--- config.mk ---
export PLATFORM = sky130hd
export DESIGN_NAME = thc_two_hand
export DESIGN_NICKNAME = d
export VERILOG_FILES = /design/src/thc_pkg.sv /design/src/thc_sync_if.sv /design/src/thc_input_sync.sv /design/src/thc_two_hand.sv
export SDC_FILE = /design/constraint.sdc
export NUM_CORES = 1
export LEC_CHECK = 0
export BUFFER_PORTS_ARGS = -buffer_cell sky130_fd_sc_hd__buf_4
export CORE_MARGIN = 2
export CORE_UTILIZATION = 57
export CTS_CLUSTER_DIAMETER = 50
export DETAILED_ROUTE_END_ITERATION = 12
export PLACE_DENSITY_LB_ADDON = 0.05
export RECOVER_POWER = 50
export SETUP_SLACK_MARGIN = 0.15
export SLEW_MARGIN = 20
export SYNTH_ARGS = -nofsm -noshare
export SYNTH_HDL_FRONTEND = slang
export SYNTH_HIERARCHICAL = 1
export SYNTH_SLANG_ARGS = --single-unit
--- constraint.sdc ---
create_clock -name core_clk -period 2.7 [get_ports core_clk]
set_input_delay 0.54 -clock core_clk [delete_from_list [all_inputs] [get_ports core_clk]]
set_output_delay 0.54 -clock core_clk [all_outputs]
set_load 0.01 [all_outputs]
--- src/thc_pkg.sv ---
package thc_pkg;
   localparam int unsigned CLK_HZ = 10_000_000;
   localparam int unsigned SIMULT_MS = 500;
   localparam int unsigned RESPONSE_MS = 15;
   localparam int unsigned RECOVERY_MS = 150;
   localparam int unsigned EARTH_OFF_S = 60;
   // Every time is an exact whole multiple of the clock period; none round up or down.
   localparam int unsigned SIMULT_CYC = SIMULT_MS * (CLK_HZ / 1000);
   localparam int unsigned RESPONSE_CYC = RESPONSE_MS * (CLK_HZ / 1000);
   localparam int unsigned RECOVERY_CYC = RECOVERY_MS * (CLK_HZ / 1000);
   localparam int unsigned EARTH_OFF_CYC = EARTH_OFF_S * CLK_HZ;
   localparam int unsigned FILT_LEN = 3;
   typedef enum logic [2:0] {
      THC_WAIT_RELEASE,
      THC_IDLE,
      THC_TIMING,
      THC_ACTIVE,
      THC_LOCKED
   } thc_state_e;
endpackage

--- src/thc_sync_if.sv ---
`timescale 1ns/1ps
`default_nettype none
interface thc_sync_if #(parameter int N = 8);
   logic [N-1:0] raw;
   logic [N-1:0] clean;
   modport sync (input raw, output clean);
   modport user (output raw, input clean);
endinterface
`default_nettype wire

--- src/thc_input_sync.sv ---
`timescale 1ns/1ps
`default_nettype none
// ----------------------------------------------------------------
// Three-stage synchroniser; a change is accepted when stages two and three agree.
// ----------------------------------------------------------------
module thc_input_sync #(
   parameter int N = 8,
   parameter logic [N-1:0] INIT = '0
) (
   input wire logic core_clk,
   input wire logic rst,
   thc_sync_if.sync port
);
   genvar i;
   generate
      for (i = 0; i < N; i++) begin : g_bit
         logic s1;
         logic s2;
         logic s3;
         logic q;
         always_ff @(posedge core_clk) begin
            if (rst) begin
               s1 <= INIT[i];
               s2 <= INIT[i];
               s3 <= INIT[i];
            end else begin
               s1 <= port.raw[i];
               s2 <= s1;
               s3 <= s2;
            end
         end
         always_ff @(posedge core_clk) begin
            if (rst) begin
               q <= INIT[i];
            end else if (s2 == s3) begin
               q <= s3;
            end
         end
         assign port.clean[i] = q;
      end
   endgenerate
endmodule
`default_nettype wire

--- src/thc_two_hand.sv ---
`timescale 1ns/1ps
`default_nettype none
module thc_two_hand #(
   parameter int unsigned SIMULT_CYC = thc_pkg::SIMULT_CYC,
   parameter int unsigned RECOVERY_CYC = thc_pkg::RECOVERY_CYC,
   parameter int unsigned EARTH_OFF_CYC = thc_pkg::EARTH_OFF_CYC
) (
   input wire logic core_clk,
   input wire logic rst,
   input wire logic button_one_no,
   input wire logic button_one_nc,
   input wire logic button_two_no,
   input wire logic button_two_nc,
   input wire logic supply_present,
   input wire logic feedback_loop_input,
   input wire logic earth_fault,
   input wire logic contact_one_closed,
   input wire logic contact_two_closed,
   output logic safety_channel_one,
   output logic safety_channel_two,
   output logic channel_one_indicator,
   output logic channel_two_indicator,
   output logic supply_indicator
);
   localparam int TW = $clog2(SIMULT_CYC + 1);
   localparam int RW = $clog2(RECOVERY_CYC + 1);
   localparam int EW = $clog2(EARTH_OFF_CYC + 1);
   localparam logic [TW-1:0] SIMULT_MAX = TW'(SIMULT_CYC);
   localparam logic [RW-1:0] RECOV_MAX = RW'(RECOVERY_CYC);
   localparam logic [EW-1:0] EARTH_MAX = EW'(EARTH_OFF_CYC);

   // ----------------------------------------------------------------
   // Input conditioning.
   // ----------------------------------------------------------------
   thc_sync_if #(.N(9)) sync_bus ();
   assign sync_bus.raw = {button_one_no, button_one_nc, button_two_no, button_two_nc, supply_present,
                          feedback_loop_input, earth_fault, contact_one_closed, contact_two_closed};
   thc_input_sync #(.N(9), .INIT(9'h0A0)) u_sync (
      .core_clk(core_clk),
      .rst(rst),
      .port(sync_bus.sync)
   );
   logic b1_no;
   logic b1_nc;
   logic b2_no;
   logic b2_nc;
   logic sup;
   logic fb;
   logic earth;
   logic k1;
   logic k2;
   assign {b1_no, b1_nc, b2_no, b2_nc, sup, fb, earth, k1, k2} = sync_bus.clean;

   // Each button is a changeover pair; both contacts in the same state is a short.
   logic b1_pressed;
   logic b2_pressed;
   logic b1_released;
   logic b2_released;
   logic input_fault;
   assign b1_pressed = b1_no && !b1_nc;
   assign b2_pressed = b2_no && !b2_nc;
   assign b1_released = !b1_no && b1_nc;
   assign b2_released = !b2_no && b2_nc;
   assign input_fault = (b1_no == b1_nc) || (b2_no == b2_nc);
   logic both_released;
   logic any_pressed;
   assign both_released = b1_released && b2_released;
   assign any_pressed = b1_pressed || b2_pressed;

   // ----------------------------------------------------------------
   // Recovery timer: supply present and feedback closed for the recovery time.
   // ----------------------------------------------------------------
   logic [RW-1:0] recov_cnt;
   logic recovered;
   always_ff @(posedge core_clk) begin
      if (rst || !sup || !fb) begin
         recov_cnt <= '0;
      end else if (recov_cnt != RECOV_MAX) begin
         recov_cnt <= recov_cnt + RW'(1);
      end
   end
   assign recovered = (recov_cnt == RECOV_MAX);
   logic ready;
   assign ready = sup && fb && recovered;

   // ----------------------------------------------------------------
   // Earth fault latch, cleared by long supply absence.
   // ----------------------------------------------------------------
   logic earth_lock;
   logic [EW-1:0] off_cnt;
   always_ff @(posedge core_clk) begin
      if (rst || sup) begin
         off_cnt <= '0;
      end else if (off_cnt != EARTH_MAX) begin
         off_cnt <= off_cnt + EW'(1);
      end
   end
   always_ff @(posedge core_clk) begin
      if (rst) begin
         earth_lock <= 1'b0;
      end else if (earth && sup) begin
         earth_lock <= 1'b1;
      end else if (off_cnt == EARTH_MAX && !earth) begin
         earth_lock <= 1'b0;
      end
   end

   // ----------------------------------------------------------------
   // Welded contact check: both contacts must drop while outputs are open.
   // ----------------------------------------------------------------
   logic welded;
   assign welded = (k1 && !safety_channel_one) || (k2 && !safety_channel_two);

   // ----------------------------------------------------------------
   // Sequence control.
   // ----------------------------------------------------------------
   thc_pkg::thc_state_e state;
   thc_pkg::thc_state_e next_state;
   logic [TW-1:0] win_cnt;
   logic blocked;
   assign blocked = !ready || earth_lock || input_fault || welded;

   always_comb begin
      next_state = state;
      case (state)
         thc_pkg::THC_WAIT_RELEASE: begin
            if (both_released && !input_fault) begin
               next_state = thc_pkg::THC_IDLE;
            end
         end
         thc_pkg::THC_IDLE: begin
            if (any_pressed) begin
               if (blocked) begin
                  next_state = thc_pkg::THC_LOCKED;
               end else if (b1_pressed && b2_pressed) begin
                  next_state = thc_pkg::THC_ACTIVE;
               end else begin
                  next_state = thc_pkg::THC_TIMING;
               end
            end
         end
         thc_pkg::THC_TIMING: begin
            if (blocked) begin
               next_state = thc_pkg::THC_LOCKED;
            end else if (both_released) begin
               next_state = thc_pkg::THC_IDLE;
            end else if (b1_pressed && b2_pressed) begin
               next_state = thc_pkg::THC_ACTIVE;
            end else if (win_cnt == SIMULT_MAX) begin
               next_state = thc_pkg::THC_LOCKED;
            end
         end
         thc_pkg::THC_ACTIVE: begin
            if (!b1_pressed || !b2_pressed || !sup || earth || input_fault) begin
               next_state = thc_pkg::THC_WAIT_RELEASE;
            end
         end
         thc_pkg::THC_LOCKED: begin
            if (both_released) begin
               next_state = thc_pkg::THC_IDLE;
            end
         end
         default: begin
            next_state = thc_pkg::THC_WAIT_RELEASE;
         end
      endcase
   end

   always_ff @(posedge core_clk) begin
      if (rst) begin
         state <= thc_pkg::THC_WAIT_RELEASE;
      end else begin
         state <= next_state;
      end
   end

   always_ff @(posedge core_clk) begin
      if (rst || next_state != thc_pkg::THC_TIMING) begin
         win_cnt <= '0;
      end else begin
         win_cnt <= win_cnt + TW'(1);
      end
   end

   // ----------------------------------------------------------------
   // Outputs.
   // ----------------------------------------------------------------
   always_ff @(posedge core_clk) begin
      if (rst) begin
         safety_channel_one <= 1'b0;
         safety_channel_two <= 1'b0;
      end else begin
         safety_channel_one <= (next_state == thc_pkg::THC_ACTIVE);
         safety_channel_two <= (next_state == thc_pkg::THC_ACTIVE);
      end
   end

   always_ff @(posedge core_clk) begin
      if (rst) begin
         channel_one_indicator <= 1'b0;
         channel_two_indicator <= 1'b0;
         supply_indicator <= 1'b0;
      end else begin
         channel_one_indicator <= k1;
         channel_two_indicator <= k2;
         supply_indicator <= sup;
      end
   end
endmodule
`default_nettype wire

==> qor.csv, run 1 <==
stage,metric,value,unit
yosys,post-synthesis cell type count,55,
clock_network,register clock-pin slew on the reported worst setup and hold paths,60,ps
sta,final worst path period share,79.26,%
floorplan,die area,9781,um^2
sta,setup violators final,0,
yosys,Yosys warnings,6,
flow_run,max_cap viols,1,
clock_network,clock sink total,118,
drt,DRT iter0 DRCs,105,
placed_design,IO Port Bufs,15,
pwr,PwrDens,696.9,nW/um^2
placed_design,Final GP Congestion,0.7897,
sta,Slew headroom,-0.5163,%
drt,# DRC,0,
yosys,Yosys top cell by area,dfxtp_1,
global_routing,total congestion overflow,0,
critical_path,crit path max fanout,23,
clock_network,Num CTS Buffers,17,
global_routing,pin count of the biggest net entering global routing,44,
critical_path,type of origin of the critical path,flip-flop,
critical_path,CP Capture Type,flip-flop,
pwr,Worst VDD drop,714.7,uV
sta,Final min period,2140,ps
layout,final net count,585,
yosys,Yosys top cell area share,46.02,%
global_routing,first-pass GRT wire length,15.61,mm
sta,total negative setup slack,0,ps
clock_network,post-CTS resize count,0,
drt,final wirelength,8.946,mm
sta,Worst Tran Pin Value,1508,ps
drt,vias per cell,5.447,
clock_network,CTS tree,built,
global_routing,vias in the first global route,3535,
yosys,"Cell Area, Synth",5134,um^2
floorplan,# rows,34,
status,failing checks,"max-capacitance violations, max-slew violations",
critical_path,required time of the worst setup path,3130,ps
clock_network,# Post-CTS Setup Buffers,0,
drt,Pre-antenna DRT Iters,4,
drt,post-route ant nets,0,
sta,Max Freq,0.4673,GHz
critical_path,Crit Path Class,flip-flop to flip-flop,
yosys,fraction of registers with async set/reset,0,%
clock_network,CTS root buffer,clkbuf_8,
clock_network,htree depth,4,
layout,share of cells above drive strength 1,9.879,%
yosys,Syn Area/Cell,9.283,um^2
sta,Final Hold Fails,0,
clock_network,worst-skew pair later-pin latency,520,ps
pwr,Leak,0.002064,uW
floorplan,IO Pins,16,
yosys,synthesis-stage register bit count,118,
layout,antenna cells,0,
critical_path,CP arrival,2570,ps
yosys,Area contributors post-synth,"dfxtp_1, xor2_1, xnor2_1",
floorplan,chip height,98.90,um
floorplan,Starting Density,58.87,%
floorplan,DIE WIDTH,98.90,um
layout,Area Growth Syn to Fin,12.99,%
placed_design,DP Area,5235,um^2
yosys,register area share after synthesis,46.02,%
status,status,"finished, violations left",
sta,RSZ-0062 raised after global routing,no,
global_routing,antenna violations before repair,0,
yosys,Post-synth EDFFs,0,
sta,Pins Over Slew Limit,44,
drt,WL per Instance,13.06,um
clock_network,Clock Path Buffers,2,
drt,DR vias,3731,
sta,Final Skew,11.06,ps
layout,post-route cell area,5801,um^2
floorplan,area of the core,8721,um^2
yosys,Gate Count Post-Synth,553,
min_path,Hold Crit Class,input pin to flip-flop,
yosys,dominant synthesized flop cell,dfxtp_1,
placed_design,dpl hpwl,5.784,mm
clock_network,hold_buf cts,0,
global_routing,GRT Util Overall,19.54,%
yosys,syn nets,574,
[power by group]
group	switching [uW]	internal, uW
logic	39.6	31.9
registers	12.2	1760
clock network	862	1330
[critical path, stage by stage (launching register included)]
cell	delay (ps)
dfxtp_1	370
inv_1	60
ha_1	280
nor3b_1	290
o2111ai_1	200
nor3_2	280
o2111ai_2	160
buf_4	240
nor3_1	180
[state kept, by name, summed over array words and instances, names as in the netlist]
signal,flops
off_cnt,30
win_cnt,23
recov_cnt,21
u_sync/g_bit.q,9
u_sync/g_bit.s1,9
u_sync/g_bit.s2,9
u_sync/g_bit.s3,9
state,3
channel_one_indicator,1
channel_two_indicator,1
earth_lock,1
safety_channel_two,1
supply_indicator,1
[per-stage QoR]
stage                     power [uW]  instances  util (%)  worst slack [ps]  hold WS, ps
after global placement          1883        653     60.03             680.4        386.0
after global routing            4173        685     66.51             222.7        191.2
after floorplan                 1864        553         -             649.4        383.2
after CTS                       4104        685     66.73             519.4        175.1
final                           4043        685     66.51             559.9        202.3
after detailed placement        1886        653     60.03             552.4        389.2
[cell families (layout without fill, tap and decap cells)]
group           after synthesis  count (layout)  synth area share, %
buf+inv                      43              67                4.460
fa+ha+maj                    10              10                2.437
compound gates               55              55                6.240
simple gates                266             266                30.39
mux                           2               2               0.3900
xor+xnor                     59              59                10.07
flops                       118             118                46.02
[Yosys cell counts (2+ instances only)]
| master | n |
|---|---|
| ha_1 | 10 |
| buf_6 | 3 |
| or3_1 | 10 |
| and2b_1 | 5 |
| nor4bb_1 | 3 |
| nor2_1 | 56 |
| nand3_1 | 33 |
| nand2_1 | 27 |
| buf_2 | 2 |
| nor4b_1 | 8 |
| or2_2 | 2 |
| o21bai_1 | 3 |
| nor2b_1 | 21 |
| xnor2_1 | 25 |
| dfxtp_1 | 118 |
| nor3_1 | 30 |
| buf_4 | 11 |
| mux2i_1 | 2 |
| or4_1 | 2 |
| and4_1 | 11 |
| nor4_1 | 6 |
| nor4_4 | 3 |
| nand2b_1 | 5 |
| xor2_1 | 34 |
| and2_1 | 3 |
| nand4b_1 | 2 |
| inv_1 | 18 |
| a21oi_1 | 23 |
| nand4_1 | 12 |
| nor3b_1 | 4 |
| and3_1 | 8 |
| o21ai_0 | 19 |
| clkbuf_1 | 6 |
| or2_1 | 6 |
| buf_1 | 2 |
[per-layer routing]
metal  track usage [%]  share of wire (%)  vias up
met5                 0                  0        -
met4             8.219                1.2        0
met3             5.887                2.7       12
met2             31.44                 47       41
met1             24.43                 49     1737
li1                  -                  -     1941
[worst paths after layout]
check                     startpoint                  to  slack (ps)  cells past startpoint
hold / removal         button_two_nc  u_sync/g_bit[5].s1         200                      2
hold reg to reg   u_sync/g_bit[7].s1  u_sync/g_bit[7].s2         400                      1
setup reg to reg   u_sync/g_bit[5].q         win_cnt[10]         560                      8
setup / recovery   u_sync/g_bit[5].q         win_cnt[10]         560                      8
[cell usage in the layout, fill, tap and decap left out, drive strengths merged, types with 2 or more instances in the layout]
cell type	synthesis	final
a21oi	23	23
nand2b	5	5
nor2b	21	21
clkinv	0	6
and4	11	11
nand4b	2	2
or2	8	8
or3	11	11
or4	2	2
xor2	34	34
nand3	33	33
and3	8	8
nor3b	4	4
inv	18	23
mux2i	2	2
clkbuf	7	22
o21bai	3	3
nor4bb	3	3
and2b	5	5
nor3	31	31
o21ai	19	19
dfxtp	118	118
buf	18	12
clkinvlp	0	2
xnor2	25	25
nor4	10	10
nand4	14	14
nor4b	9	9
nor2	56	56
o2111ai	2	2
bufinv	0	2
and2	4	4
nand2	27	27
ha	10	10
[area by class of cell]
class                      instances  area, um^2
clock buffer                      17       414.1
clock inverter                    15       170.2
fill                             684        2920
inverter                          18       67.56
multi-input combinational        392        2542
sequential                       118        2362
tap                              108       135.1
timing repair buffer              17       108.9
(Power assumes the default switching activity.)
==> run 2: changes to the inputs <==
- clock period: 2.7 -> 2 ns (I/O delays scaled with it)
==> run 2 against run 1 <==
Effect of this change:
- the flow now finishes without violations
- worst setup slack worse by 420 ps
- worst hold slack got worse by 140 ps
- combinational power increased by 80%
- critical path type unchanged
- largest cell class unchanged
==> qor.csv, run 2 (synthesized netlist as in run 1, its figures left out) <==
stage,metric,value,unit,change
status,status,"finished, final reports clean",,
pwr,PwrDens,894.3,nW/um^2,+28%
clock_network,register clock-pin slew on the reported worst setup and hold paths,60,ps,about the same
global_routing,pin count of the biggest net entering global routing,37,,-16%
min_path,HP Start,button_two_nc,,
sta,Final Skew,7.066,ps,-3.991 ps
sta,Max Freq,0.5381,GHz,+15%
critical_path,Worst path slowest cell,nor4bb_1,,
clock_network,clock sink total,118,,unchanged
clock_network,Num CTS Buffers,17,,unchanged
critical_path,Crit Path Class,flip-flop to flip-flop,,
pwr,cell internal pwr,4352,uW,+39%
pwr,Flop pwr share,43.2,%,-0.7 points
critical_path,CP Capture Type,flip-flop,,
critical_path,Buf/Inv on CP,2,,unchanged
sta,final worst path period share,92.92,%,+14 points
clock_network,htree depth,4,,unchanged
layout,share of cells above drive strength 1,18.60,%,+8.7 points
pwr,switching share of power,21.61,%,-0.99 points
global_routing,first-pass GRT wire length,16.91,mm,+8.4%
floorplan,die area,9781,um^2,unchanged
drt,WL per Instance,13.79,um,+5.6%
floorplan,area of the core,8721,um^2,unchanged
sta,hold slack,65.99,ps,-136.3 ps
critical_path,type of origin of the critical path,flip-flop,,
critical_path,Stages on worst setup path,8,,unchanged
global_routing,antenna violations before repair,0,,unchanged
layout,top flop regs,"off_cnt x30, win_cnt x23, recov_cnt x21",,
layout,final cell count without fillers,710,,+3.6%
critical_path,reg-to-reg setup timing slack,140,ps,-420 ps
layout,Largest register FFs,30,,unchanged
layout,Top reg by flops,off_cnt,,
critical_path,Worst Setup SP,off_cnt[0],,
floorplan,# rows,34,,unchanged
pwr,Leak,0.002240,uW,+8.5%
layout,most frequent cells in the layout,"dfxtp_1, nor2_1, xor2_1, nand3_1",,
critical_path,Reg-to-Reg End,off_cnt[1],,
drt,# DRC,0,,unchanged
layout,Layout fillers,659,,-3.7%
critical_path,CP arrival,2240,ps,-330 ps
global_routing,GRT Util Overall,21.17,%,+1.6 points
pwr,Worst VDD drop,706.5,uV,-1.2%
clock_network,Clock Path Buffers,2,,unchanged
layout,Area Growth Syn to Fin,20.91,%,
critical_path,RR Startpoint,off_cnt[0],,
clock_network,worst-skew pair later-pin latency,510,ps,about the same
clock_network,CTS root buffer,clkbuf_8,,
global_routing,total congestion overflow,0,,unchanged
drt,DRT iter0 DRCs,115,,+9.5%
clock_network,CTS tree,built,,
sta,RSZ-0062 raised after global routing,yes,,
global_routing,vias in the first global route,3787,,+7.1%
critical_path,Setup crit end,off_cnt[1],,
critical_path,required time of the worst setup path,2380,ps,-750 ps
critical_path,"slowest stage delay, CP",350,ps,-20 ps
drt,vias per cell,5.441,,-0.11%
placed_design,Final GP Congestion,0.7684,,-2.7%
placed_design,Placed Cells,671,,+2.8%
floorplan,chip height,98.90,um,unchanged
pwr,combinational group share of total power,2.3,%,+0.5 points
sta,Final Hold Fails,0,,unchanged
sta,setup violators final,0,,unchanged
min_path,Hold Crit Class,input pin to flip-flop,,
floorplan,IO Pins,16,,unchanged
critical_path,crit path max fanout,4,,-83%
floorplan,DIE WIDTH,98.90,um,unchanged
layout,"commonest non-fill, non-tap cell in the layout",dfxtp_1,,
placed_design,IO Port Bufs,15,,unchanged
pwr,clock share of power,54.5,%,+0.2 points
drt,final wirelength,9.794,mm,+9.5%
layout,final net count,611,,+4.4%
sta,Slew headroom,15.21,%,+16 points
placed_design,dpl hpwl,6.115,mm,+5.7%
drt,post-route ant nets,0,,unchanged
drt,Pre-antenna DRT Iters,6,,+2
critical_path,"critical path, cell by cell",inv_1 -> ha_1 -> nor4bb_1 -> nand3_1 -> nor3_1 -> buf_4 -> mux2i_1 -> nor2_1,,
sta,Final min period,1858,ps,-281.8 ps
floorplan,Starting Density,58.87,%,unchanged
clock_network,hold_buf cts,0,,unchanged
drt,DR vias,3863,,+3.5%
critical_path,Reg2Reg Depth,8,,unchanged
flow_run,max_cap viols,0,,-1
sta,Pins Over Slew Limit,0,,-100%
layout,fin util,71.18,%,+4.7 points
pwr,P_sw,1200,uW,+31%
sta,Worst Tran Pin Value,1272,ps,-235.8 ps
critical_path,CP top delay family,simple AND/OR/NAND/NOR gates,,
pwr,Tot Pwr,5551,uW,+37%
layout,antenna cells,0,,unchanged
[run 2: power groups by stage]
| stage | clock [uW] | combinational (uW) | sequential (uW) |
|---|---|---|---|
| 3_3_place_gp | 0 | 110 | 2450 |
| 3_5_place_dp | 0 | 112 | 2450 |
| 2_1_floorplan | 0 | 80.3 | 2440 |
| 6_report | 3020 | 129 | 2400 |
| 4_1_cts | 3070 | 115 | 2400 |
| 5_1_grt | 3200 | 143 | 2400 |
[run 2: stage by stage]
stage / instance area [um^2] / setup TNS [ps] / worst slack (ps)
after floorplan: 5245 / 0 / 155.4
after global placement: 5478 / 0 / 99.87
after detailed placement: 5478 / -144.6 / -28.78
after CTS: 6117 / 0 / 157.3
after global routing: 6207 / 0 / 31.84
final: 6207 / 0 / 141.7
[run 2: repair_timing]
item / in CTS / in global routing
buffers inserted: 1 / 4
pin swaps: 1 / 11
setup endpoints to repair: 25 / 42
gates resized for setup: 8 / 17
cloned: 0 / 3
[run 2: routing by layer]
| metal | share of wire [%] | GRT usage, % |
|---|---|---|
| met2 | 49 | 34.77 |
| met5 | 0 | 0 |
| met4 | 1.6 | 7.798 |
| met1 | 47 | 26.16 |
| met3 | 2.9 | 6.667 |
[run 2: worst min-delay path by stage]
stage	endpoint	cells after the start
after floorplan	u_sync/g_bit[5].s2	1
after global placement	u_sync/g_bit[5].s2	1
after detailed placement	u_sync/g_bit[5].s2	1
after CTS	u_sync/g_bit[5].s1	2
after global routing	u_sync/g_bit[5].s1	2
final	u_sync/g_bit[5].s1	2
[run 2: final cells by class]
type                       instances  area (um^2)  area share (%)
clock buffer                      17        414.1           6.672
clock inverter                    14        177.7           2.862
inverter                          18        67.56           1.088
multi-input combinational        393         2715           43.74
sequential                       118         2375           38.26
tap                              108        135.1           2.177
timing repair buffer              42        322.8           5.201
[run 2: worst reg2reg max path: stages, from the launching register on]
cell and delay [ps]:
dfxtp_2 330, inv_1 90, ha_1 150, nor4bb_1 350, nand3_1 180, nor3_1 210
buf_4 160, mux2i_1 210, nor2_1 60
==> run 3: changes to the inputs <==
- ABC_AREA: default -> 1
- CORE_ASPECT_RATIO: default -> 1.25
- SYNTH_HIERARCHICAL: 1 -> default
==> run 3 against run 2 <==
Effect of this change:
- synthesized cell count grew 27%
- area after synthesis grew 1.8%
- fmax grew 1.0%
- critical path depth rose by 2
- register-to-register slack improved by 20 ps
- cell count rose by 26%
- cell area grew 4.4%
- worst setup slack improved by 18 ps
- largest cell class unchanged
- highest routed layer unchanged
==> qor.csv, run 3 <==
stage,metric,value,unit,change
yosys,Post-synth EDFFs,0,,unchanged
floorplan,die area,9951,um^2,+1.7%
global_routing,GRT Util Overall,22.40,%,+1.2 points
floorplan,chip height,111.0,um,+12%
placed_design,DP Area,5600,um^2,+2.2%
yosys,synthesis-stage register bit count,118,,unchanged
drt,Pre-antenna DRT Iters,4,,-2
floorplan,Starting Density,57.87,%,-1.0 points
clock_network,clock sink total,118,,unchanged
min_path,Hold Crit Class,input pin to flip-flop,,
sta,total negative setup slack,0,ps,unchanged
floorplan,# rows,39,,+15%
critical_path,crit path max fanout,5,,+1
global_routing,total congestion overflow,0,,unchanged
sta,Worst Tran Pin Value,1089,ps,-183.1 ps
drt,DRT iter0 DRCs,143,,+24%
drt,WL per Instance,11.66,um,-16%
sta,setup violators final,0,,unchanged
sta,RSZ-0062 raised after global routing,yes,,
yosys,fraction of registers with async set/reset,0,%,unchanged
clock_network,CTS tree,built,,
pwr,PwrDens,819.9,nW/um^2,-8.3%
clock_network,Clock Path Buffers,2,,unchanged
critical_path,CP arrival,2130,ps,-110 ps
pwr,combinational group share of total power,2.1,%,-0.2 points
yosys,most common cell in the synthesized netlist,inv_1,,
yosys,Gate Count Post-Synth,704,,+27%
sta,Final min period,1840,ps,-18.40 ps
sta,Pins Over Slew Limit,0,,unchanged
sta,Slew headroom,27.41,%,+12 points
yosys,Yosys top cell by area,dfxtp_1,,
yosys,dominant synthesized flop cell,dfxtp_1,,
yosys,register area share after synthesis,45.22,%,-0.79 points
sta,final worst path period share,92.00,%,-0.92 points
yosys,Yosys top cell area share,45.22,%,-0.79 points
floorplan,area of the core,9027,um^2,+3.5%
layout,final net count,777,,+27%
drt,DR vias,4477,,+16%
global_routing,vias in the first global route,4343,,+15%
floorplan,IO Pins,16,,unchanged
pwr,switching share of power,23.35,%,+1.7 points
yosys,Synth top cells by count,"inv_1, dfxtp_1, nand2_1",,
critical_path,Crit Path Class,flip-flop to flip-flop,,
pwr,P_sw,1240,uW,+3.4%
critical_path,type of origin of the critical path,flip-flop,,
pwr,Worst VDD drop,728.5,uV,+3.1%
layout,Largest register FFs,30,,unchanged
sta,Max Freq,0.5435,GHz,+1.0%
critical_path,reg-to-reg setup timing slack,160,ps,+20 ps
pwr,clock share of power,52.7,%,-1.8 points
placed_design,Final GP Congestion,0.8530,,+11%
yosys,"Cell Area, Synth",5224,um^2,+1.8%
drt,vias per cell,5.019,,-7.8%
sta,Final Skew,5.556,ps,-1.510 ps
pwr,Flop pwr share,45.2,%,+2.0 points
critical_path,Worst path slowest cell,dfxtp_4,,
critical_path,required time of the worst setup path,2290,ps,-90 ps
layout,Top reg by flops,off_cnt,,
clock_network,register clock-pin slew on the reported worst setup and hold paths,60,ps,about the same
yosys,Syn Area/Cell,7.420,um^2,-20%
layout,fin util,71.77,%,+0.59 points
clock_network,worst-skew pair later-pin latency,410,ps,-100 ps
yosys,syn nets,725,,+26%
critical_path,most frequent CP cell,nor2_4,,
layout,most frequent cells in the layout,"inv_1, dfxtp_1, nand2_1, nor2_1, a21oi_1",,
layout,Layout fillers,719,,+9.1%
floorplan,DIE WIDTH,89.63,um,-9.4%
layout,antenna cells,0,,unchanged
drt,post-route ant nets,0,,unchanged
pwr,Leak,0.002501,uW,+12%
layout,post-route cell area,6479,um^2,+4.4%
drt,final wirelength,10.40,mm,+6.2%
layout,share of cells above drive strength 1,21.20,%,+2.6 points
critical_path,CP Capture Type,flip-flop,,
yosys,Yosys warnings,0,,-6
placed_design,IO Port Bufs,15,,unchanged
flow_run,max_cap viols,0,,unchanged
critical_path,"critical path, cell by cell",ha_4 -> nand2_4 -> nor3_4 -> nand2_1 -> nor2_4 -> nand3_4 -> nor2_4 -> nand2_2 -> o21ai_2 -> a21oi_1,,
placed_design,dpl hpwl,7.081,mm,+16%
status,status,"finished, final reports clean",,
clock_network,htree depth,4,,unchanged
clock_network,CTS root buffer,clkbuf_16,,
yosys,post-synthesis cell type count,33,,-40%
global_routing,first-pass GRT wire length,17.84,mm,+5.5%
global_routing,pin count of the biggest net entering global routing,31,,-16%
layout,top flop regs,"off_cnt x30, win_cnt x23, recov_cnt x21",,
critical_path,"slowest stage delay, CP",380,ps,+30 ps
global_routing,antenna violations before repair,0,,unchanged
layout,"commonest non-fill, non-tap cell in the layout",inv_1,,
pwr,cell internal pwr,4072,uW,-6.4%
layout,Area Growth Syn to Fin,24.02,%,
clock_network,Num CTS Buffers,17,,unchanged
drt,# DRC,0,,unchanged
sta,Final Hold Fails,0,,unchanged
yosys,Area contributors post-synth,"dfxtp_1, inv_1, nand2_1",,
-- run 3: cell types whose count changed after synthesis, sizes merged, moves of 8 or more --
cell,delta
nor2b,-21
xor2,-23
a21oi,+33
nor2,+60
nor4b,-9
nand2,+71
xnor2,-18
and3,-8
o21ai,+20
buf,-14
inv,+105
and4,-11
or3,-11
-- run 3: path summary, 6_finish.rpt --
kind | startpoint | to | cells after the start
max | off_cnt[0] | off_cnt[26] | 10
min | button_one_nc | u_sync.g_bit[7].s1 | 2
max reg2reg | off_cnt[0] | off_cnt[26] | 10
min reg2reg | u_sync.g_bit[8].s1 | u_sync.g_bit[8].s2 | 2
-- run 3: timing repair --
item                                    in CTS  in global routing
endpoints found under the setup margin      31                 39
pin swaps                                   13                 16
resized for setup                           24                 47
buffers inserted                             6                  8
hold buffers                                 0                  0
-- run 3: area by class of cell --
cell class	instances	area, um^2	area share (%)
timing repair buffer	44	329.1	5.079
clock buffer	18	439.2	6.779
clock inverter	14	116.4	1.796
sequential	118	2380	36.73
tap	123	153.9	2.375
inverter	124	465.4	7.184
multi-input combinational	451	2595	40.05
-- run 3: worst max-delay path: cells and delay by family, from the launching register on --
family	cells	cell delay (ps)
AND/OR/NAND/NOR	7	970
flip-flops	1	380
adder cells (fa/ha/maj)	1	160
AO/OA/AOI/OAI	2	220
-- run 3: layer usage --
layer,up-vias,part of all wire [%],track usage (%),wire [um]
met1,2056,44,25.29,4612
li1,2363,-,-,-
met4,0,0.99,7.463,103
met3,8,2.4,6.925,252
met5,-,0,0,0
met2,50,52,38.92,5429
-- run 3: per-stage QoR --
| stage | instances | worst slack [ps] | total power [uW] | hold WS, ps |
|---|---|---|---|---|
| after global placement | 846 | 118.9 | 2549 | 390.4 |
| final | 892 | 160.1 | 5312 | 177.6 |
| after detailed placement | 846 | 67.53 | 2552 | 395.4 |
| after CTS | 884 | 156.1 | 5362 | 161.1 |
| after floorplan | 704 | 177.5 | 2515 | 388.3 |
| after global routing | 892 | 31.94 | 5488 | 158.4 |
-- run 3: cells by family after synthesis --
| kind of cell | after synthesis | share of synthesized area (%) |
|---|---|---|
| AO/OA/AOI/OAI | 112 | 11.62 |
| XOR/XNOR | 18 | 3.018 |
| adder cells (fa/ha/maj) | 10 | 2.395 |
| buffers and inverters | 135 | 10.06 |
| flip-flops | 118 | 45.22 |
| AND/OR/NAND/NOR | 311 | 27.69 |
-- run 3: power groups by stage --
stage | Clock [uW] | Sequential (uW) | Combinational (uW)
4_1_cts | 2860 | 2400 | 110
3_3_place_gp | 0 | 2450 | 102
6_report | 2800 | 2400 | 113
2_1_floorplan | 0 | 2440 | 71.5
5_1_grt | 2950 | 2400 | 130
3_5_place_dp | 0 | 2450 | 105
